[src/eprc_pkg.sv]
// Package with shared constants, states and carriers of the memory programmer controller.
package eprc_pkg;

  localparam int unsigned CLK_PERIOD_NS   = 25;
  localparam int unsigned PULSE_NOM_US    = 100;
  localparam int unsigned PULSE_MIN_US    = 95;
  localparam int unsigned PULSE_MAX_US    = 105;
  localparam int unsigned PULSE_CYC       = (PULSE_NOM_US * 1000) / CLK_PERIOD_NS;
  localparam int unsigned SETUP_US        = 2;
  localparam int unsigned SETUP_CYC       = (SETUP_US * 1000 + CLK_PERIOD_NS - 1) / CLK_PERIOD_NS;
  localparam int unsigned ACCESS_NS       = 250;
  localparam int unsigned ACCESS_CYC      = (ACCESS_NS + CLK_PERIOD_NS - 1) / CLK_PERIOD_NS;
  localparam int unsigned GATE_ACCESS_NS  = 150;
  localparam int unsigned GATE_ACCESS_CYC = (GATE_ACCESS_NS + CLK_PERIOD_NS - 1) / CLK_PERIOD_NS;
  localparam int unsigned FLOAT_NS        = 130;
  localparam int unsigned FLOAT_CYC       = (FLOAT_NS + CLK_PERIOD_NS - 1) / CLK_PERIOD_NS;
  localparam int unsigned MAX_RETRY       = 10;
  localparam int unsigned ADDR_W          = 18;
  localparam int unsigned DATA_W          = 8;
  localparam int unsigned ID_LINE_BIT     = 9;

  typedef enum logic [1:0]
  {
    EPRC_OP_READ  = 2'b00,
    EPRC_OP_ID    = 2'b01,
    EPRC_OP_PROG  = 2'b10
  } eprc_op_t;

  typedef enum logic [1:0]
  {
    EPRC_SUP_READ  = 2'b00,
    EPRC_SUP_RAISE = 2'b01,
    EPRC_SUP_PROG  = 2'b10
  } eprc_sup_t;

  typedef struct packed
  {
    logic              chip_sel_n;
    logic              gate_n;
    logic              program_strobe_n;
    logic              id_high_volt;
    logic [ADDR_W-1:0] addr;
  } eprc_pins_t;

endpackage : eprc_pkg

[src/eprc_timer.sv]
// Down-counting delay timer used for pulse widths, setup and access waits.
module eprc_timer
  import eprc_pkg::*;
#(
  parameter int unsigned CNT_W = 13
)
(
  input  wire logic             mclk_i,   // System clock.
  input  wire logic             reset_i,  // Synchronous reset, active high.
  input  wire logic             load_i,   // Load a new count.
  input  wire logic [CNT_W-1:0] count_i,  // Cycles to wait.
  output logic                  done_o    // High once the count has run out.
);

  logic [CNT_W-1:0] cnt_q;

  always_ff @(posedge mclk_i)
  begin
    if (reset_i)
      cnt_q <= '0;
    else if (load_i)
      cnt_q <= count_i;
    else if (cnt_q != '0)
      cnt_q <= cnt_q - 1'b1;
  end

  // Done looks at the count only, so a load that depends on done closes no combinational loop.
  assign done_o = (cnt_q == '0);

endmodule : eprc_timer

[src/eprc_pulse_cnt.sv]
// Counter of extra program pulses given to one byte.
module eprc_pulse_cnt
  import eprc_pkg::*;
#(
  parameter int unsigned LIMIT = MAX_RETRY
)
(
  input  wire logic       mclk_i,   // System clock.
  input  wire logic       reset_i,  // Synchronous reset, active high.
  input  wire logic       clear_i,  // Restart count for a new byte.
  input  wire logic       incr_i,   // One more pulse issued.
  output logic [3:0]      count_o,  // Pulses so far.
  output logic            limit_o   // Limit of pulses reached.
);

  logic [3:0] count_q;

  always_ff @(posedge mclk_i)
  begin
    if (reset_i || clear_i)
      count_q <= 4'h0;
    else if (incr_i && count_q != 4'(LIMIT))
      count_q <= count_q + 4'h1;
  end

  assign count_o = count_q;
  assign limit_o = (count_q == 4'(LIMIT));

endmodule : eprc_pulse_cnt

[src/eprc_ctrl.sv]
// Controller that reads, identifies and programs a byte-wide UV-erasable memory.
// Operation
// - Hold the program strobe low about 100 us, within 95 to 105 us.
// - Select first address, then raise core to 6.5 V, programming supply to 13 V.
// - First pass gives every address one pulse and no verify.
// - Second pass verifies each byte; mismatches get up to ten pulses, verifying each.
// - A byte failing after ten extra pulses stops the run as failed.
// - A verified byte moves on to the next address until all checked.
// - Then drop both supplies to 5 V and compare every byte with source.
// - Core supply rises no later and falls no earlier than programming supply.
// - Gate may lag chip select by chip-select minus gate access time.
// - Gate may lag address by address access minus gate access time.
// - Wait 130 ns float time after gate rises before driving data.
// - Verify reads wait the gate access time before sampling data.
// - Identification holds addresses low, high voltage on line nine, toggles line zero.
module eprc_ctrl
  import eprc_pkg::*;
#(
  parameter int unsigned PULSE_CYCLES = PULSE_CYC,
  parameter int unsigned AW           = ADDR_W,
  parameter logic [AW-1:0] LAST_ADDR  = '1
)
(
  input  wire logic                 mclk_i,        // 40 MHz clock.
  input  wire logic                 reset_i,       // Synchronous reset, active high.
  input  wire logic                 req_valid_i,   // Request strobe.
  input  wire eprc_pkg::eprc_op_t   req_op_i,      // Read, identify or program.
  input  wire logic [AW-1:0]        req_addr_i,    // Address for read; id byte in bit 0.
  output logic                      req_ready_o,   // Controller idle.
  output logic                      rsp_valid_o,   // One-cycle answer pulse.
  output logic [DATA_W-1:0]         rsp_data_o,    // Read or id byte.
  output logic                      rsp_fail_o,    // Program run failed.
  output logic [AW-1:0]             src_addr_o,    // Address of source byte wanted.
  input  wire logic [DATA_W-1:0]    src_data_i,    // Source byte for src_addr_o.
  output logic [AW-1:0]             mem_addr_o,    // Memory address lines.
  output logic                      chip_sel_n_o,  // Chip select, active low.
  output logic                      gate_n_o,      // Output gate, active low.
  output logic                      program_strobe_n_o, // Program strobe, active low.
  output logic                      id_high_volt_o,// High voltage on id select line.
  output eprc_pkg::eprc_sup_t       supply_o,      // Supply level request.
  input  wire logic [DATA_W-1:0]    data_in_i,     // Data lines as read.
  output logic [DATA_W-1:0]         data_out_o,    // Data lines as driven.
  output logic                      data_oe_n_o    // Low while driving data lines.
);

  typedef enum logic [3:0]
  {
    ST_IDLE   = 4'b0000,
    ST_RD     = 4'b0001,
    ST_RDDONE = 4'b0010,
    ST_SUPUP  = 4'b0011,
    ST_PSET   = 4'b0100,
    ST_PULSE  = 4'b0101,
    ST_PHOLD  = 4'b0110,
    ST_VGATE  = 4'b0111,
    ST_VSAMP  = 4'b1000,
    ST_FLOAT  = 4'b1001,
    ST_SUPDN  = 4'b1010,
    ST_CHK    = 4'b1011,
    ST_FIN    = 4'b1100
  } eprc_state_t;

  localparam int unsigned TW = $clog2(PULSE_CYCLES + 1) + 1;

  eprc_state_t       state_q;
  eprc_op_t          op_q;
  eprc_pins_t        pins_q;
  eprc_sup_t         sup_q;
  logic              pass2_q;
  logic              fail_q;
  logic              pulsed_q;
  logic [DATA_W-1:0] dout_q;
  logic              doe_n_q;
  logic              rsp_valid_q;
  logic [DATA_W-1:0] rsp_data_q;
  logic              tload;
  logic [TW-1:0]     tcount;
  logic              tdone;
  logic              pc_clear;
  logic              pc_incr;
  logic              pc_limit;

  function automatic logic [TW-1:0] cyc(input int unsigned n);
    cyc = TW'(n);
  endfunction : cyc

  ////////////////////////////////////////////////////////////////////////////////

  eprc_timer #(.CNT_W(TW)) u_timer
  (
    .mclk_i  (mclk_i),
    .reset_i (reset_i),
    .load_i  (tload),
    .count_i (tcount),
    .done_o  (tdone)
  );

  eprc_pulse_cnt #(.LIMIT(MAX_RETRY)) u_pcnt
  (
    .mclk_i  (mclk_i),
    .reset_i (reset_i),
    .clear_i (pc_clear),
    .incr_i  (pc_incr),
    .count_o (),
    .limit_o (pc_limit)
  );

  // Timer loads come from the state register so each wait starts on entry, except the ST_FIN byte waits, which start as the address steps.
  always_comb
  begin
    tload    = 1'b0;
    tcount   = '0;
    pc_clear = 1'b0;
    pc_incr  = 1'b0;
    case (state_q)
      ST_IDLE:
      begin
        if (req_valid_i)
        begin
          tload  = 1'b1;
          tcount = (req_op_i == EPRC_OP_PROG) ? cyc(SETUP_CYC) : cyc(ACCESS_CYC);
          pc_clear = 1'b1;
        end
      end
      ST_SUPUP:
      begin
        if (tdone)
        begin
          tload  = 1'b1;
          tcount = cyc(SETUP_CYC);
        end
      end
      ST_PSET:
      begin
        if (tdone)
        begin
          tload  = 1'b1;
          tcount = cyc(PULSE_CYCLES);
          pc_incr = pass2_q;
        end
      end
      ST_PULSE:
      begin
        if (tdone)
        begin
          tload  = 1'b1;
          tcount = cyc(SETUP_CYC);
        end
      end
      ST_PHOLD, ST_FLOAT:
      begin
        if (tdone)
        begin
          tload  = 1'b1;
          tcount = (state_q == ST_PHOLD && pass2_q) ? cyc(GATE_ACCESS_CYC) : cyc(SETUP_CYC);
        end
      end
      ST_VSAMP:
      begin
        tload  = 1'b1;
        tcount = cyc(FLOAT_CYC);
        pc_clear = (data_in_i == src_data_i);
      end
      ST_SUPDN:
      begin
        if (tdone)
        begin
          tload  = 1'b1;
          tcount = cyc(ACCESS_CYC);
        end
      end
      ST_CHK:
      begin
        if (tdone)
        begin
          tload  = 1'b1;
          tcount = cyc(SETUP_CYC);
        end
      end
      ST_FIN:
      begin
        // Each read-back byte gets a fresh access wait after its address steps.
        if (!fail_q && !pins_q.chip_sel_n && !pulsed_q && tdone)
        begin
          tload  = 1'b1;
          tcount = cyc(ACCESS_CYC);
        end
      end
      default:
      begin
        tload = 1'b0;
      end
    endcase
  end

  ////////////////////////////////////////////////////////////////////////////////

  // Sequencer for all operations.
  always_ff @(posedge mclk_i)
  begin
    if (reset_i)
    begin
      state_q     <= ST_IDLE;
      op_q        <= EPRC_OP_READ;
      pins_q      <= '{chip_sel_n: 1'b1, gate_n: 1'b1, program_strobe_n: 1'b1, id_high_volt: 1'b0, addr: '0};
      sup_q       <= EPRC_SUP_READ;
      pass2_q     <= 1'b0;
      fail_q      <= 1'b0;
      pulsed_q    <= 1'b0;
      dout_q      <= '0;
      doe_n_q     <= 1'b1;
      rsp_valid_q <= 1'b0;
      rsp_data_q  <= '0;
    end
    else
    begin
      rsp_valid_q <= 1'b0;
      case (state_q)
        ST_IDLE:
        begin
          if (req_valid_i)
          begin
            op_q   <= req_op_i;
            fail_q <= 1'b0;
            if (req_op_i == EPRC_OP_PROG)
            begin
              pins_q.addr <= '0;
              pass2_q     <= 1'b0;
              state_q     <= ST_SUPUP;
            end
            else
            begin
              // Both selects drop with the address, so gate lag is zero.
              pins_q.chip_sel_n <= 1'b0;
              pins_q.gate_n     <= 1'b0;
              if (req_op_i == EPRC_OP_ID)
              begin
                pins_q.addr         <= AW'(req_addr_i[0]);
                pins_q.id_high_volt <= 1'b1;
              end
              else
                pins_q.addr <= req_addr_i;
              state_q <= ST_RD;
            end
          end
        end
        ST_RD:
        begin
          if (tdone)
          begin
            rsp_data_q        <= data_in_i;
            pins_q.chip_sel_n <= 1'b1;
            pins_q.gate_n     <= 1'b1;
            state_q           <= ST_RDDONE;
          end
        end
        ST_RDDONE:
        begin
          // Id voltage comes off only after the selects are released.
          pins_q.id_high_volt <= 1'b0;
          rsp_valid_q         <= 1'b1;
          state_q             <= ST_IDLE;
        end
        ST_SUPUP:
        begin
          // Core supply goes up first; programming supply follows a setup later.
          if (sup_q == EPRC_SUP_READ)
            sup_q <= EPRC_SUP_RAISE;
          else if (tdone)
          begin
            sup_q             <= EPRC_SUP_PROG;
            pins_q.chip_sel_n <= 1'b0;
            dout_q            <= src_data_i;
            doe_n_q           <= 1'b0;
            state_q           <= ST_PSET;
          end
        end
        ST_PSET:
        begin
          if (tdone)
          begin
            pins_q.program_strobe_n <= 1'b0;
            state_q                 <= ST_PULSE;
          end
        end
        ST_PULSE:
        begin
          if (tdone)
          begin
            pins_q.program_strobe_n <= 1'b1;
            state_q                 <= ST_PHOLD;
          end
        end
        ST_PHOLD:
        begin
          if (tdone)
          begin
            if (!pass2_q)
            begin
              // One blind pulse per address in the first pass.
              if (pins_q.addr == LAST_ADDR)
              begin
                pass2_q     <= 1'b1;
                pins_q.addr <= '0;
                doe_n_q     <= 1'b1;
                pulsed_q    <= 1'b0;
                state_q     <= ST_FLOAT;
              end
              else
              begin
                pins_q.addr <= pins_q.addr + 1'b1;
                state_q     <= ST_FLOAT;
              end
            end
            else
            begin
              doe_n_q       <= 1'b1;
              pins_q.gate_n <= 1'b0;
              state_q       <= ST_VGATE;
            end
          end
        end
        ST_FLOAT:
        begin
          // Next byte of pass one, or start a pass-two verify with data lines free.
          if (tdone)
          begin
            if (!pass2_q)
            begin
              dout_q  <= src_data_i;
              doe_n_q <= 1'b0;
              state_q <= ST_PSET;
            end
            else
            begin
              pins_q.gate_n <= 1'b0;
              state_q       <= ST_VGATE;
            end
          end
        end
        ST_VGATE:
        begin
          if (tdone)
            state_q <= ST_VSAMP;
        end
        ST_VSAMP:
        begin
          pins_q.gate_n <= 1'b1;
          if (data_in_i == src_data_i)
          begin
            if (pins_q.addr == LAST_ADDR)
            begin
              state_q <= ST_SUPDN;
            end
            else
            begin
              pins_q.addr <= pins_q.addr + 1'b1;
              state_q     <= ST_FLOAT;
            end
          end
          else if (pc_limit)
          begin
            fail_q  <= 1'b1;
            state_q <= ST_FIN;
          end
          else
          begin
            dout_q  <= src_data_i;
            state_q <= ST_CHK;
          end
        end
        ST_CHK:
        begin
          // Gate is back up; wait out the float before driving data again.
          if (tdone)
          begin
            doe_n_q <= 1'b0;
            state_q <= ST_PSET;
          end
        end
        ST_SUPDN:
        begin
          pins_q.chip_sel_n <= 1'b1;
          sup_q             <= EPRC_SUP_READ;
          if (tdone)
          begin
            pins_q.addr <= '0;
            state_q     <= ST_FIN;
            pulsed_q    <= 1'b0;
          end
        end
        ST_FIN:
        begin
          // Final read-back compare at read supplies, unless already failed.
          if (fail_q || pins_q.chip_sel_n == 1'b0 && tdone && pins_q.addr == LAST_ADDR
              && !pulsed_q)
          begin
            pins_q.chip_sel_n <= 1'b1;
            pins_q.gate_n     <= 1'b1;
            doe_n_q           <= 1'b1;
            sup_q             <= EPRC_SUP_READ;
            rsp_valid_q       <= 1'b1;
            if (!fail_q && data_in_i != src_data_i)
              fail_q <= 1'b1;
            state_q <= ST_IDLE;
          end
          else if (pins_q.chip_sel_n)
          begin
            pins_q.chip_sel_n <= 1'b0;
            pins_q.gate_n     <= 1'b0;
            pulsed_q          <= 1'b1;
          end
          else if (pulsed_q)
            pulsed_q <= 1'b0;
          else if (tdone)
          begin
            if (data_in_i != src_data_i)
              fail_q <= 1'b1;
            pins_q.addr <= pins_q.addr + 1'b1;
            pulsed_q    <= 1'b1;
          end
        end
        default:
        begin
          state_q <= ST_IDLE;
        end
      endcase
    end
  end

  ////////////////////////////////////////////////////////////////////////////////

  assign req_ready_o        = (state_q == ST_IDLE);
  assign rsp_valid_o        = rsp_valid_q;
  assign rsp_data_o         = rsp_data_q;
  assign rsp_fail_o         = fail_q;
  assign src_addr_o         = pins_q.addr;
  assign mem_addr_o         = pins_q.addr | (AW'(pins_q.id_high_volt) << ID_LINE_BIT);
  assign chip_sel_n_o       = pins_q.chip_sel_n;
  assign gate_n_o           = pins_q.gate_n;
  assign program_strobe_n_o = pins_q.program_strobe_n;
  assign id_high_volt_o     = pins_q.id_high_volt;
  assign supply_o           = sup_q;
  assign data_out_o         = dout_q;
  assign data_oe_n_o        = doe_n_q;

endmodule : eprc_ctrl

[config.mk]
export PLATFORM = sky130hd
export DESIGN_NAME = eprc_ctrl
export DESIGN_NICKNAME = d
export VERILOG_FILES = /design/src/eprc_pkg.sv /design/src/eprc_timer.sv /design/src/eprc_pulse_cnt.sv /design/src/eprc_ctrl.sv
export SDC_FILE = /design/constraint.sdc
export NUM_CORES = 1
export LEC_CHECK = 0
export BUFFER_PORTS_ARGS = -buffer_cell sky130_fd_sc_hd__clkbuf_2
export CORE_MARGIN = 10
export CORE_UTILIZATION = 49
export CTS_CLUSTER_DIAMETER = 150
export DETAILED_ROUTE_END_ITERATION = 6
export PLACE_DENSITY = 0.72
export RECOVER_POWER = 50
export SYNTH_ARGS = -nofsm -noshare
export SYNTH_HDL_FRONTEND = slang
export SYNTH_SLANG_ARGS = --single-unit
export TNS_END_PERCENT = 50
[constraint.sdc]
create_clock -name mclk_i -period 2.9 [get_ports mclk_i]
set_input_delay 0.435 -clock mclk_i [delete_from_list [all_inputs] [get_ports mclk_i]]
set_output_delay 0.435 -clock mclk_i [all_outputs]
set_load 0.01 [all_outputs]
== Yosys cells after proc, flatten, opt, wreduce, memory -nomap -nowiden ==
Index checks and enable logic that the tools add are counted.
Operators by class
  reductions and logical operators: 46
  bitwise operators: 2
  $add $sub $neg: 3
  muxes and demuxes: 111
  eq/ne operators: 55
Operators by type and width (number)
  $mux W18: 12
  $pmux W18 S5: 1
  $pmux W12 S7: 1
  $mux W4: 15
  $mux W8: 6
  $pmux W4 S12: 1
  $ne A2 B2 Y1 const B: 23
  $mux W1: 42
  $mux W7: 5
  $mux W13: 2
  $eq A4 B4 Y1 const B: 6
  $pmux W8 S3: 1
  $ne A3 B3 Y1 const B: 7
  $reduce_and A7 Y1: 3
  $mux W2: 10
  $reduce_bool A5 Y1: 4
  $mux W19: 1
  $add A18 B1 Y18 const B: 1
  $eq A18 B18 Y1 const B: 1
  $or A18 B10 Y18: 1
  $eq A4 B3 Y1 const B: 4
  $pmux W1 S5: 3
  $logic_not A13 Y1: 1
  $reduce_bool A13 Y1: 1
  35 further kinds: 65
Storage, ports and cells
  output and inout bits: 62
  flip-flop bits (word level): 66

== Depth between registers and ports, before layout ==
Gate-level depths: netlist of run 1.
  depth in word-level cells: 7
  gate-level depth with buffers: 12
  depth with buffers taken out: 8

== By module ==
From an unflattened synthesis of run 1, not the netlist that was laid out.
Unflattened totals
  cell total of the unflattened synthesis: 552
  area, all modules: 4514.3 sq um
By module, submodules not included
  eprc_ctrl: times used 1, seq. area each 980.9 sq um, area an instance 3508.4 sq um, cells each 435
  eprc_timer: times used 1, seq. area each 260.2 sq um, area an instance 788.3 sq um, cells each 94
  eprc_pulse_cnt: times used 1, seq. area each 80.1 sq um, area an instance 217.7 sq um, cells each 23

== Least setup slack after synthesis of run 1 ==
No wires, ideal clock.
  path type: register to register
  start point: reg u_timer.cnt_q[0]
  end point: reg pins_q, in the netlist src_addr_o[7]
  buffers on the path: 3
  setup slack: 283 ps
  library setup time: 132 ps
  arrival time: 2484 ps
  required time: 2768 ps
  cell stages (with the launch flop): 12
  path through: dfxtp_1 inv_1 ha_1 or3b_1 clkbuf_1 or4_4 buf_6 o221ai_4 o211ai_2 buf_2 o31ai_1 a21oi_1
On the way
  longest elaborated chain between the ends: 7
  elaborated cells between the ends (all ways): 10
  those cells by class: eq/ne (4); reduce/logical (6)
Ends and longest elaborated chain
  start, declared: RTL line eprc_timer.sv:15  | logic [CNT_W-1:0] cnt_q;
  start signal, assigned: RTL line eprc_timer.sv:22  | cnt_q <= count_i;
  start signal, assigned: RTL line eprc_timer.sv:24  | cnt_q <= cnt_q - 1'b1;
  $logic_not A13 Y1 *: RTL line eprc_timer.sv:28  | assign done_o = (cnt_q == '0);
  $logic_and A1 B1 Y1 (2 in series): RTL line eprc_ctrl.sv:395  | if (fail_q || pins_q.chip_sel_n == 1'b0 && tdone && pins_q.addr == LAST_ADDR
  $logic_and A1 B1 Y1: RTL line eprc_ctrl.sv:396  | && !pulsed_q)
  $logic_or A1 B1 Y1: RTL line eprc_ctrl.sv:395
  $ne A2 B2 Y1 (no source line)
  $reduce_and A11 Y1 (no source line) *
  end signal, assigned: RTL line eprc_ctrl.sv:205  | pins_q <= '{chip_sel_n: 1'b1, gate_n: 1'b1, program_strobe_n: 1'b1, id_high_volt: 1'b0, addr: '0};
  end, declared: RTL line eprc_ctrl.sv:67  | eprc_pins_t pins_q;
Mark *: on every way between the ends. The rest lies on a longest branch, timed or not.
A chain may end at the register's enable or synchronous reset.

== Worst setup path after layout of run 1 ==
  start point: reg u_timer.cnt_q[0]
  end point: reg pins_q, in the netlist chip_sel_n_o
On the way
  longest elaborated chain between the ends: 7
  elaborated cells between the ends (all ways): 10
  those cells by class: eq/ne (2); mux (2); reduce/logical (6)
Ends and longest elaborated chain
  $logic_not A13 Y1 *: RTL line eprc_timer.sv:28
  $logic_and A1 B1 Y1 (2 in series): RTL line eprc_ctrl.sv:395
  $logic_and A1 B1 Y1: RTL line eprc_ctrl.sv:396
  $logic_or A1 B1 Y1: RTL line eprc_ctrl.sv:395
  $mux W2: RTL line eprc_ctrl.sv:395
  $pmux W1 S5: RTL line eprc_ctrl.sv:218  | case (state_q)
Marks and branches as above.

==> results of run 1 <==
## critical path, cell delays in order, from the launching register on
cell and delay, ns:
dfxtp_1 0.32, inv_1 0.09, ha_1 0.21, or3b_1 0.41
or4_4 0.55, buf_4 0.21, nor3_2 0.16, o211ai_1 0.11
or4_1 0.42, a21o_1 0.19
## cell usage in the layout (no fill, tap or decap), types with 19 or more instances in the layout
cell type,instances
buf_4,31
nand3_1,19
dfxtp_1,66
xnor2_1,19
clkbuf_2,41
clkbuf_1,61
a21oi_1,48
o21ai_0,33
nand4_1,20
nor2_1,43
nand2_1,62
## timing repair
| action | CTS | global route |
|---|---|---|
| resized for setup | 0 | 2 |
| setup endpoints to repair | 0 | 13 |
| endpoints found under the hold margin | 0 | 0 |
## flip-flops by register name (all words and copies together), names as in the netlist, 2 cells and up
name,count
src_addr_o,18
u_timer.cnt_q,13
data_out_o,8
rsp_data_o,8
state_q,4
u_pcnt.count_o,4
supply_o,2
## path summary, 6_finish.rpt
check                   start            end  slack (ns)  depth (start not counted)
max          u_timer.cnt_q[0]   chip_sel_n_o        0.14                          9
min              data_in_i[0]  rsp_data_o[0]        0.33                          3
max reg2reg  u_timer.cnt_q[0]   chip_sel_n_o        0.14                          9
min reg2reg     rsp_data_o[5]  rsp_data_o[5]        0.46                          2
## per-stage QoR
step | std cells | hold slack, ns | worst slack, ns
final | 769 | 0.328 | 0.143
after global routing | 769 | 0.340 | 0.00405
after CTS | 769 | 0.326 | 0.0315
after detailed placement | 753 | 0.446 | 0.0552
after global placement | 753 | 0.440 | 0.159
after floorplan | 566 | 0.424 | 0.283
## routing by layer
metal | share of wire [%] | wire length (µm) | GRT usage [%] | vias to the layer above
li1 | - | - | - | 2234
met1 | 40 | 5620 | 24.8 | 2201
met2 | 48 | 6830 | 34.7 | 229
met3 | 10 | 1430 | 6.66 | 34
met5 | 0 | 0 | 0 | -
met4 | 2.1 | 304 | 7.60 | 0
## power by group
group	internal, mW	leakage [nW]	switching (mW)
registers	1.09	0.537	0.269
logic	0.932	1.22	1.45
clock network	0.493	0.112	0.418
## cells by family (layout without fill, tap and decap cells)
| logic type | Yosys count | in the layout | share of synthesized area [%] |
|---|---|---|---|
| XOR/XNOR | 37 | 37 | 7.46 |
| adder cells (fa/ha/maj) | 4 | 4 | 1.15 |
| AND/OR/NAND/NOR | 224 | 224 | 26.6 |
| flip-flops | 66 | 66 | 30.4 |
| AO/OA/AOI/OAI | 155 | 155 | 23.6 |
| buffers and inverters | 68 | 163 | 7.95 |
| multiplexers | 12 | 12 | 2.76 |
## final cells by class
type / count / share of cell area [%]
multi-input cells: 432 / 52.9
flip-flops and latches: 66 / 25.9
repair buffers: 133 / 13.1
well taps: 108 / 2.65
clock buffers: 9 / 2.43
clock inverters: 7 / 1.99
inverters: 14 / 1.03
==> results by group, run 1 <==
Setup path
  – WS Path Type: reg -> reg
  – CP Data Arrival Time: 3.03 ns
  – CP Max Fanout: 13
  – CP endpoint kind: flip-flop
  – Crit start category: flip-flop
  – Worst EP required: 3.17 ns

CTS
  – H-tree level count: 3
  – Hold Buf Count CTS: 0
  – Max clock buf depth: 2
  – Clk root buf: clkbuf_8
  – CTS tree: built
  – Post-CTS setup buffers: 0
  – # clock sinks: 66
  – Cts bufs inserted: 9
  – Worst skew pair latency: 0.37 ns
  – Clk pin slew, worst setup/hold paths: 0.09 ns

Logic synthesis
  – Top cell type's share of synthesized area: 30.4%
  – Yosys top cell by area: dfxtp_1
  – Synthesis Warnings: 0
  – Top_reg_cell synth: dfxtp_1
  – Netlist cell types: 63
  – Seq/Total Area, Yosys: 30.4%
  – Post-synth top cells: dfxtp_1, nand2_1, a21oi_1
  – Yosys reg bits: 66
  – Synth async-reset ratio: 0%
  – Syn Nets: 609
  – Top-count cell post-synth: dfxtp_1
  – Most area-consuming cells after synthesis: dfxtp_1, a21oi_1, nand2_1
  – Number of synthesized flops with an enable pin: 0
  – Post-synthesis instance area: 4350 µm²
  – Synth Instances: 566
  – Syn Area/Cell: 7.68 µm²

Die
  – CORE AREA: 8680 µm²
  – Die Span X: 114 µm
  – Die area: 13,000 µm²
  – Std-Cell Rows: 34
  – Starting Density: 50.1%
  – # IOs: 101
  – Die Y: 114 µm

Min path
  – Hold/Removal Path Class: in -> reg

Placement
  – Placed Area: 4950 µm²
  – Detail Placement HPWL: 10,500 µm
  – GPL Wtd Cong: 0.948
  – Port bufs: 100

Routing
  – Total Wirelength: 14,200 µm
  – Iter 0 DRT Violations: 407
  – Drt wl/cell: 18.4 µm
  – DR vias: 4,698
  – Vias/cell: 6.11
  – Final ANT Viol Nets: 0
  – DRT Pass-1 Iters: 5
  – DR DRC count: 0

Layout
  – Footprint of the multi-input gates: 2700 µm²
  – Ant diodes: 0
  – Ratio of cells with drive above 1 in the final layout: 15.3%
  – Final Net Count: 699
  – Register area: 1320 µm²
  – Layout Utilization: 58.8%
  – Synth-to-Final Area Change: 17.4%
  – Fill cells: 824
  – Final Cell Area: 5100 µm²

Timing
  – Final hold vios: 0
  – Final period util: 95.1%
  – Setup TNS: 0 ns
  – Final setup viols: 0
  – Final min period: 2.76 ns
  – Fin. max-slew vios: 0
  – RSZ-0062 raised after global routing: false
  – Clock Skew: 0.0118 ns
  – Worst slew margin: 44.9%
  – Max Freq: 363 MHz
  – Worst slew pin tran: 0.820 ns

Global route
  – Vias in the first global route: 4,604
  – Total grt overflow: 0
  – Gr usage total: 20.9%
  – First-pass GRT wire length: 22,600 µm
  – Largest net degree at the start of global routing: 27
  – Initial antenna violation count: 0

Power
  – Final Power: 4.66 mW
  – Leak: 1.87 nW
  – Power Dens Cells: 913 nW/µm²
  – Worst vdd ir: 0.456 mV

Status
  – Outcome: complete, no violations

Flow run
  – Max-cap violations: 0
No activity file was read; power rests on OpenSTA's default activity.
==> run 2: changes to the inputs <==
--- a/config.mk
+++ b/config.mk
@@ -10,9 +10,10 @@
 export CORE_UTILIZATION = 49
 export CTS_CLUSTER_DIAMETER = 150
 export DETAILED_ROUTE_END_ITERATION = 6
-export PLACE_DENSITY = 0.72
-export RECOVER_POWER = 50
+export PLACE_DENSITY = 0.71
+export RECOVER_POWER = 25
 export SYNTH_ARGS = -nofsm -noshare
 export SYNTH_HDL_FRONTEND = slang
+export SYNTH_HIERARCHICAL = 1
 export SYNTH_SLANG_ARGS = --single-unit
 export TNS_END_PERCENT = 50
==> run 2 against run 1 <==
The flow now finishes with violations (setup timing). Final cell count down 0.52%. Clock power is 12% lower. Global-route usage fell by 1.5 points. Core utilization is 4.6 points higher. Clock skew fell by 0.0076 ns. Sequential share of layout area down 2.3 points. Power grew 16%. Maximum frequency shrank 6.4%. Critical path type unchanged. Critical endpoint is now src_addr_o[7]. Highest routed layer unchanged.
==> results by group, run 2 <==
Setup path
  – Slowest-stage cell, CP: or4b_4
  – Worst R2R Start: u_timer/cnt_q[1]
  – Setup slack, reg-to-reg: -0.04 ns (-0.19 ns)
  – Crit path largest cell delay: 0.48 ns (-0.07 ns)
  – Crit start category: flip-flop
  – CP Max Fanout: 5 (-8)
  – CP endpoint kind: flip-flop
  – WS Path Type: reg -> reg
  – CP Data Arrival Time: 3.20 ns (+0.17 ns)
  – Worst EP required: 3.16 ns (about the same)
  – CP Cell Sequence: inv_2, ha_4, or4b_4, nor4_4, buf_4, or3b_4, o21ai_2, a221o_1, o211a_4, buf_12, a21oi_1, a211oi_1
  – Setup crit start: u_timer/cnt_q[1]

CTS
  – Worst skew pair latency: 0.35 ns (-0.02 ns)
  – Hold Buf Count CTS: 0 (unchanged)
  – CTS tree: built
  – # clock sinks: 66 (unchanged)
  – Max clock buf depth: 2 (unchanged)
  – Cts bufs inserted: 9 (unchanged)
  – Clk pin slew, worst setup/hold paths: 0.08 ns (about the same)
  – Clk root buf: clkbuf_8
  – H-tree level count: 3 (unchanged)

Layout
  – Largest register FFs: 18 (unchanged)
  – Commonest non-fill, non-tap cell in the layout: clkbuf_2
  – Ant diodes: 0 (unchanged)
  – Commonest cells after routing, fill and taps aside: clkbuf_2, nor2_1, dfxtp_1, a21oi_1, nand2_1
  – Final Net Count: 696 (-0.43%)
  – Ratio of cells with drive above 1 in the final layout: 31.1% (+16 points)
  – Fill cells: 786 (-4.6%)
  – Synth-to-Final Area Change: 24.1%
  – Finished Layout Cells: 765 (-0.52%)

Placement
  – Dpl ws: 0.0143 ns (-0.0409 ns)
  – Dpl cells: 740 (-1.7%)
  – Port bufs: 100 (unchanged)
  – Detail Placement HPWL: 10,200 µm (-2.7%)
  – GPL Wtd Cong: 0.993 (+4.8%)

Global route
  – Vias in the first global route: 4,303 (-6.5%)
  – GR met2 Demand/Resource: 32.7% (-2.0 points)
  – Largest net degree at the start of global routing: 46 (+70%)
  – Gr usage total: 19.5% (-1.5 points)
  – GR met3 Demand/Resource: 4.44% (-2.2 points)
  – Total grt overflow: 0 (unchanged)
  – Met1 usage: 24.7% (-0.073 points)
  – Initial antenna violation count: 0 (unchanged)
  – First-pass GRT wire length: 21,500 µm (-5.0%)
  – GRT Max-Usage Layer: met2

Timing
  – Hold slack final: 0.350 ns (+0.0222 ns)
  – RSZ-0062 raised after global routing: true
  – Final hold vios: 0 (unchanged)
  – Final min period: 2.94 ns (+0.187 ns)
  – Worst slew margin: 20.7% (-24 points)
  – Final WS setup: -0.0447 ns (-0.187 ns)
  – Clock Skew: 0.00415 ns (-0.00763 ns)
  – Worst slew pin tran: 1.19 ns (+0.369 ns)
  – Fin. max-slew vios: 0 (unchanged)
  – Final period util: 102% (+6.5 points)
  – Max Freq: 340 MHz (-6.4%)
  – Final setup viols: 15 (+15)

Logic synthesis
  – Syn Area/Cell: 8.18 µm² (+6.5%)
  – Synthesis Warnings: 6 (+6)
  – Most area-consuming cells after synthesis: dfxtp_1, a21oi_1, nor2_1
  – Number of synthesized flops with an enable pin: 0 (unchanged)
  – Post-synthesis instance area: 4510 µm² (+3.9%)
  – Top cell type's share of synthesized area: 29.3% (-1.1 points)
  – Post-synth top cells: dfxtp_1, nor2_1, a21oi_1
  – Synth Instances: 552 (-2.5%)
  – Netlist cell types: 78 (+24%)
  – Seq/Total Area, Yosys: 29.3% (-1.1 points)
  – Top_reg_cell synth: dfxtp_1
  – Synth async-reset ratio: 0% (unchanged)
  – Yosys reg bits: 66 (unchanged)
  – Yosys top cell by area: dfxtp_1

Power
  – Worst vdd ir: 0.586 mV (+28%)
  – Power Dens Cells: 964 nW/µm² (+5.6%)
  – Clock network fraction of total power: 14.8% (-4.8 points)
  – Switching Fraction: 45.2% (-0.76 points)
  – Final Power: 5.40 mW (+16%)
  – Leak: 2.19 nW (+17%)
  – Comb pwr share: 56.1% (+4.9 points)
  – Flop pwr share: 29.1% (about the same)
  – Net Switching: 2.44 mW (+14%)
  – P_int: 2.96 mW (+18%)

Routing
  – DR vias: 4,611 (-1.9%)
  – DRT Pass-1 Iters: 6 (+1)
  – Total Wirelength: 13,800 µm (-2.6%)
  – DR DRC count: 0 (unchanged)
  – Drt wl/cell: 18.1 µm (-2.0%)
  – Final ANT Viol Nets: 0 (unchanged)
  – Vias/cell: 6.03 (-1.3%)
  – Iter 0 DRT Violations: 489 (+20%)

Min path
  – Hold/Removal Path Class: in -> reg
  – Min-delay src: data_in_i[2]

Status
  – Outcome: finished, violations left
  – Failing checks: setup timing

Die
  – Die Span X: 116 µm (+1.6%)
  – Std-Cell Rows: 34 (unchanged)
  – Die area: 13,500 µm² (+3.2%)
  – Die Y: 116 µm (+1.6%)
  – CORE AREA: 8850 µm² (+2.0%)
  – # IOs: 101 (unchanged)
  – Starting Density: 51.0% (+0.95 points)

Flow run
  – Max-cap violations: 0 (unchanged)
run 2: cell count changes in the layout (fill, tap and decap cells not counted), sizes merged, moves of 9 or more:
cell	previous run	this run
nand4	20	8
nor2	43	67
a211oi	6	23
mux2i	12	21
o31ai	16	2
a21oi	48	64
nand2	62	30
o21ai	35	26
run 2: kinds of logic (layout without fill, tap and decap cells):
family                   after synthesis  after routing  synth area share, %
flip-flops                            66             66                 29.3
AND/OR/NAND/NOR                      203            203                 25.7
AO/OA/AOI/OAI                        163            163                 25.4
buffers and inverters                 62            166                 7.43
other                                  1              2               0.0831
XOR/XNOR                              31             31                 6.01
adder cells (fa/ha/maj)                5              5                 1.39
multiplexers                          21             21                 4.66
run 2: worst max-delay path: cells and delay by family, from the launching register on:
family,cells,cell delay [ns]
compound gates,5,0.87
fa+ha+maj,1,0.13
simple gates,3,1.12
flops,1,0.34
buf+inv,3,0.40
run 2: cell type report:
class	instances	area, µm²	share of cell area, %
multi-input combinational	425	3040	54.3
sequential	66	1320	23.6
timing repair buffer	135	840	15.0
tap	108	135	2.41
clock buffer	9	124	2.21
clock inverter	7	77.6	1.38
inverter	15	60.1	1.07
run 2: metrics by stage:
step                      cell area, µm²  setup TNS (ns)  utilization (%)
after floorplan                     4540               0                -
after global placement              5130               0             58.0
after detailed placement            5130               0             58.0
after CTS                           5340               0             60.3
after global routing                5600           -3.61             63.3
final                               5600          -0.449             63.3
run 2: power groups by stage:
stage | logic [mW] | clock network, mW | registers [mW]
2_1_floorplan | 1.92 | 0 | 1.53
3_3_place_gp | 2.60 | 0 | 1.54
3_5_place_dp | 2.65 | 0 | 1.56
4_1_cts | 2.67 | 0.810 | 1.54
5_1_grt | 3.31 | 0.855 | 1.61
6_report | 3.03 | 0.798 | 1.57
run 2: routing by layer:
| layer | wire (µm) | vias to the layer above | share of wire (%) |
|---|---|---|---|
| li1 | - | 2215 | - |
| met3 | 1130 | 32 | 8.1 |
| met1 | 6070 | 2177 | 44 |
| met2 | 6390 | 187 | 46 |
| met4 | 238 | 0 | 1.7 |
| met5 | 0 | - | 0 |
run 2: timing repair:
action,4_1_cts,5_1_grt
cloned,0,4
gates resized for setup,0,45
endpoints found under the setup margin,3,38
buffers inserted,1,5
pin swaps,1,28
run 2: worst paths after layout:
| path | depth (start not counted) | to |
|---|---|---|
| setup / recovery | 12 | src_addr_o[7] |
| hold / removal | 3 | rsp_data_o[2] |
| setup reg to reg | 12 | src_addr_o[7] |
| hold reg to reg | 2 | data_out_o[7] |
==> run 3: changes to the inputs <==
--- a/config.mk
+++ b/config.mk
@@ -10,10 +10,9 @@
 export CORE_UTILIZATION = 49
 export CTS_CLUSTER_DIAMETER = 150
 export DETAILED_ROUTE_END_ITERATION = 6
-export PLACE_DENSITY = 0.71
+export PLACE_DENSITY = 0.72
 export RECOVER_POWER = 25
 export SYNTH_ARGS = -nofsm -noshare
 export SYNTH_HDL_FRONTEND = slang
-export SYNTH_HIERARCHICAL = 1
 export SYNTH_SLANG_ARGS = --single-unit
 export TNS_END_PERCENT = 50
==> run 3 against run 2 <==
The flow now finishes without violations. Critical path depth shrank 3. Final cell count increased by 0.52%. First-iteration DRC count down 31%. Critical path type unchanged.
==> results by group, run 3 (synthesis results as in run 1) <==
Status
  – Outcome: complete, no violations

Timing
  – Max Freq: 364 MHz (+7.1%)
  – Setup TNS: 0 ns (+0.449 ns)
  – Final min period: 2.75 ns (-0.195 ns)
  – Worst slew pin tran: 0.825 ns (-0.365 ns)
  – Hold slack final: 0.328 ns (-0.0224 ns)
  – Fin. max-slew vios: 0 (unchanged)
  – Final setup viols: 0 (-15)
  – RSZ-0062 raised after global routing: false
  – Final period util: 94.8% (-6.7 points)
  – Final hold vios: 0 (unchanged)
  – Clock Skew: 0.0114 ns (+0.00724 ns)
  – Worst slew margin: 44.6% (+24 points)

Layout
  – Fill cells: 798 (+1.5%)
  – Ratio of cells with drive above 1 in the final layout: 19.8% (-11 points)
  – Final Net Count: 699 (+0.43%)
  – Largest register FFs: 18 (unchanged)
  – Finished Layout Cells: 769 (+0.52%)
  – Synth-to-Final Area Change: 18.3%
  – Commonest cells after routing, fill and taps aside: clkbuf_2, dfxtp_1, nand2_1, a21oi_1, nor2_1
  – Commonest non-fill, non-tap cell in the layout: clkbuf_2
  – Layout Utilization: 59.3% (-4.1 points)
  – Ant diodes: 0 (unchanged)

CTS
  – Hold Buf Count CTS: 0 (unchanged)
  – Max clock buf depth: 2 (unchanged)
  – Clk root buf: clkbuf_8
  – H-tree level count: 3 (unchanged)
  – CTS tree: built
  – Worst skew pair latency: 0.37 ns (+0.02 ns)
  – Cts bufs inserted: 9 (unchanged)
  – Clk pin slew, worst setup/hold paths: 0.09 ns (about the same)
  – Post-CTS setup buffers: 0 (-1)
  – # clock sinks: 66 (unchanged)
  – CTS resizes: 0 (unchanged)

Flow run
  – Max-cap violations: 0 (unchanged)

Routing
  – Iter 0 DRT Violations: 339 (-31%)
  – DR top layer: met4
  – Vias/cell: 6.12 (+1.5%)
  – Drt wl/cell: 18.5 µm (+2.2%)
  – Total Wirelength: 14,200 µm (+2.7%)
  – DR vias: 4,704 (+2.0%)
  – DR DRC count: 0 (unchanged)
  – Met3 Wirelength: 1380 µm (+22%)
  – DRT Pass-1 Iters: 5 (-1)
  – Final ANT Viol Nets: 0 (unchanged)
  – Metal1 wirelength: 5690 µm (-6.3%)
  – DR WL met2: 6830 µm (+6.8%)

Global route
  – Largest net degree at the start of global routing: 27 (-41%)
  – Total grt overflow: 0 (unchanged)
  – Vias in the first global route: 4,604 (+7.0%)
  – Gr usage total: 20.9% (+1.5 points)
  – First-pass GRT wire length: 22,600 µm (+5.3%)
  – Initial antenna violation count: 0 (unchanged)

Setup path
  – Worst EP required: 3.17 ns (about the same)
  – CP Data Arrival Time: 3.02 ns (-0.18 ns)
  – WP buf/inv: 2 (-1)
  – Reg2reg path depth: 9 (-3)
  – Worst r2r dst: chip_sel_n_o
  – Worst Setup EP: chip_sel_n_o
  – CP endpoint kind: flip-flop
  – Crit start category: flip-flop
  – Setup slack, reg-to-reg: 0.15 ns (+0.19 ns)
  – WS Path Type: reg -> reg
  – Crit path largest cell delay: 0.55 ns (+0.07 ns)
  – Slowest-stage cell, CP: or4_4
  – CP Cell Sequence: inv_1, ha_1, or3b_1, or4_4, buf_4, nor3_2, o211ai_1, or4_1, a21o_1
  – CP Max Fanout: 13 (+8)
  – Worst R2R Start: u_timer.cnt_q[0]
  – CP Depth: 9 (-3)
  – CP top delay family: simple AND/OR/NAND/NOR gates
  – Setup crit start: u_timer.cnt_q[0]

Placement
  – GPL Wtd Cong: 0.948 (-4.5%)
  – Port bufs: 100 (unchanged)
  – Detail Placement HPWL: 10,500 µm (+2.8%)
  – Dpl cells: 753 (+1.8%)

Die
  – Std-Cell Rows: 34 (unchanged)
  – # IOs: 101 (unchanged)
  – Starting Density: 50.1% (-0.95 points)
  – Die area: 13,000 µm² (-3.1%)
  – Die Y: 114 µm (-1.6%)
  – Die Span X: 114 µm (-1.6%)
  – CORE AREA: 8680 µm² (-1.9%)

Power
  – Worst vdd ir: 0.458 mV (-22%)
  – Comb pwr share: 51.5% (-4.6 points)
  – P_int: 2.54 mW (-14%)
  – Clock network fraction of total power: 19.4% (+4.6 points)
  – Power Dens Cells: 911 nW/µm² (-5.6%)
  – Switching Fraction: 45.7% (+0.48 points)
  – Flop pwr share: 29.1% (about the same)
  – Net Switching: 2.14 mW (-12%)
  – Leak: 1.97 nW (-10%)

Min path
  – Min-delay src: data_in_i[0]
  – Hold/Removal Path Class: in -> reg
==> run 3: cell count changes in the layout (fill, tap and decap cells not counted), sizes merged, moves of 9 or more <==
| cell | delta |
|---|---|
| nand2 | +32 |
| nor2 | -24 |
| a211oi | -17 |
| a21oi | -16 |
| o31ai | +14 |
| nand4 | +12 |
| mux2i | -9 |
| o21ai | +9 |
==> run 3: metrics by stage <==
step	area, µm²	power, mW	setup slack (ns)
after global routing	5140	4.98	0.00405
after global placement	4950	3.68	0.159
after floorplan	4350	3.05	0.283
final	5140	4.68	0.150
after detailed placement	4950	3.74	0.0552
after CTS	5170	4.64	0.0315
==> run 3: power groups by stage <==
| stage | clock network [mW] | registers, mW | logic [mW] |
|---|---|---|---|
| floorplan | 0 | 1.31 | 1.74 |
| global placement | 0 | 1.36 | 2.32 |
| detailed placement | 0 | 1.37 | 2.37 |
| CTS | 0.912 | 1.35 | 2.38 |
| global route | 0.953 | 1.39 | 2.64 |
| finish | 0.911 | 1.36 | 2.41 |
==> run 3: final cells by class <==
| cell class | instances | area (µm²) | area share (%) |
|---|---|---|---|
| repair buffers | 133 | 709 | 13.8 |
| clock inverters | 7 | 101 | 1.97 |
| flip-flops and latches | 66 | 1320 | 25.7 |
| multi-input cells | 432 | 2700 | 52.5 |
| clock buffers | 9 | 124 | 2.41 |
| inverters | 14 | 52.6 | 1.02 |
| well taps | 108 | 135 | 2.63 |
==> run 3: routing by layer <==
metal / GRT usage (%) / vias up
met3: 6.66 / 37
met1: 24.8 / 2210
met2: 34.7 / 227
met4: 7.60 / 0
li1: - / 2230
met5: 0 / -
==> run 3: how the worst min path moves through the flow <==
stage | end | slack (ns) | depth (start not counted)
CTS | rsp_data_o[2] | 0.33 | 3
global route | rsp_data_o[2] | 0.34 | 3
floorplan | u_timer.cnt_q[12] | 0.42 | 2
detailed placement | u_timer.cnt_q[12] | 0.45 | 2
finish | rsp_data_o[0] | 0.33 | 3
global placement | rsp_data_o[4] | 0.44 | 2
==> run 3: worst min-delay path: stages <==
cell,delay (ns)
clkbuf_2,0.10
nand3_1,0.06
a21oi_1,0.06
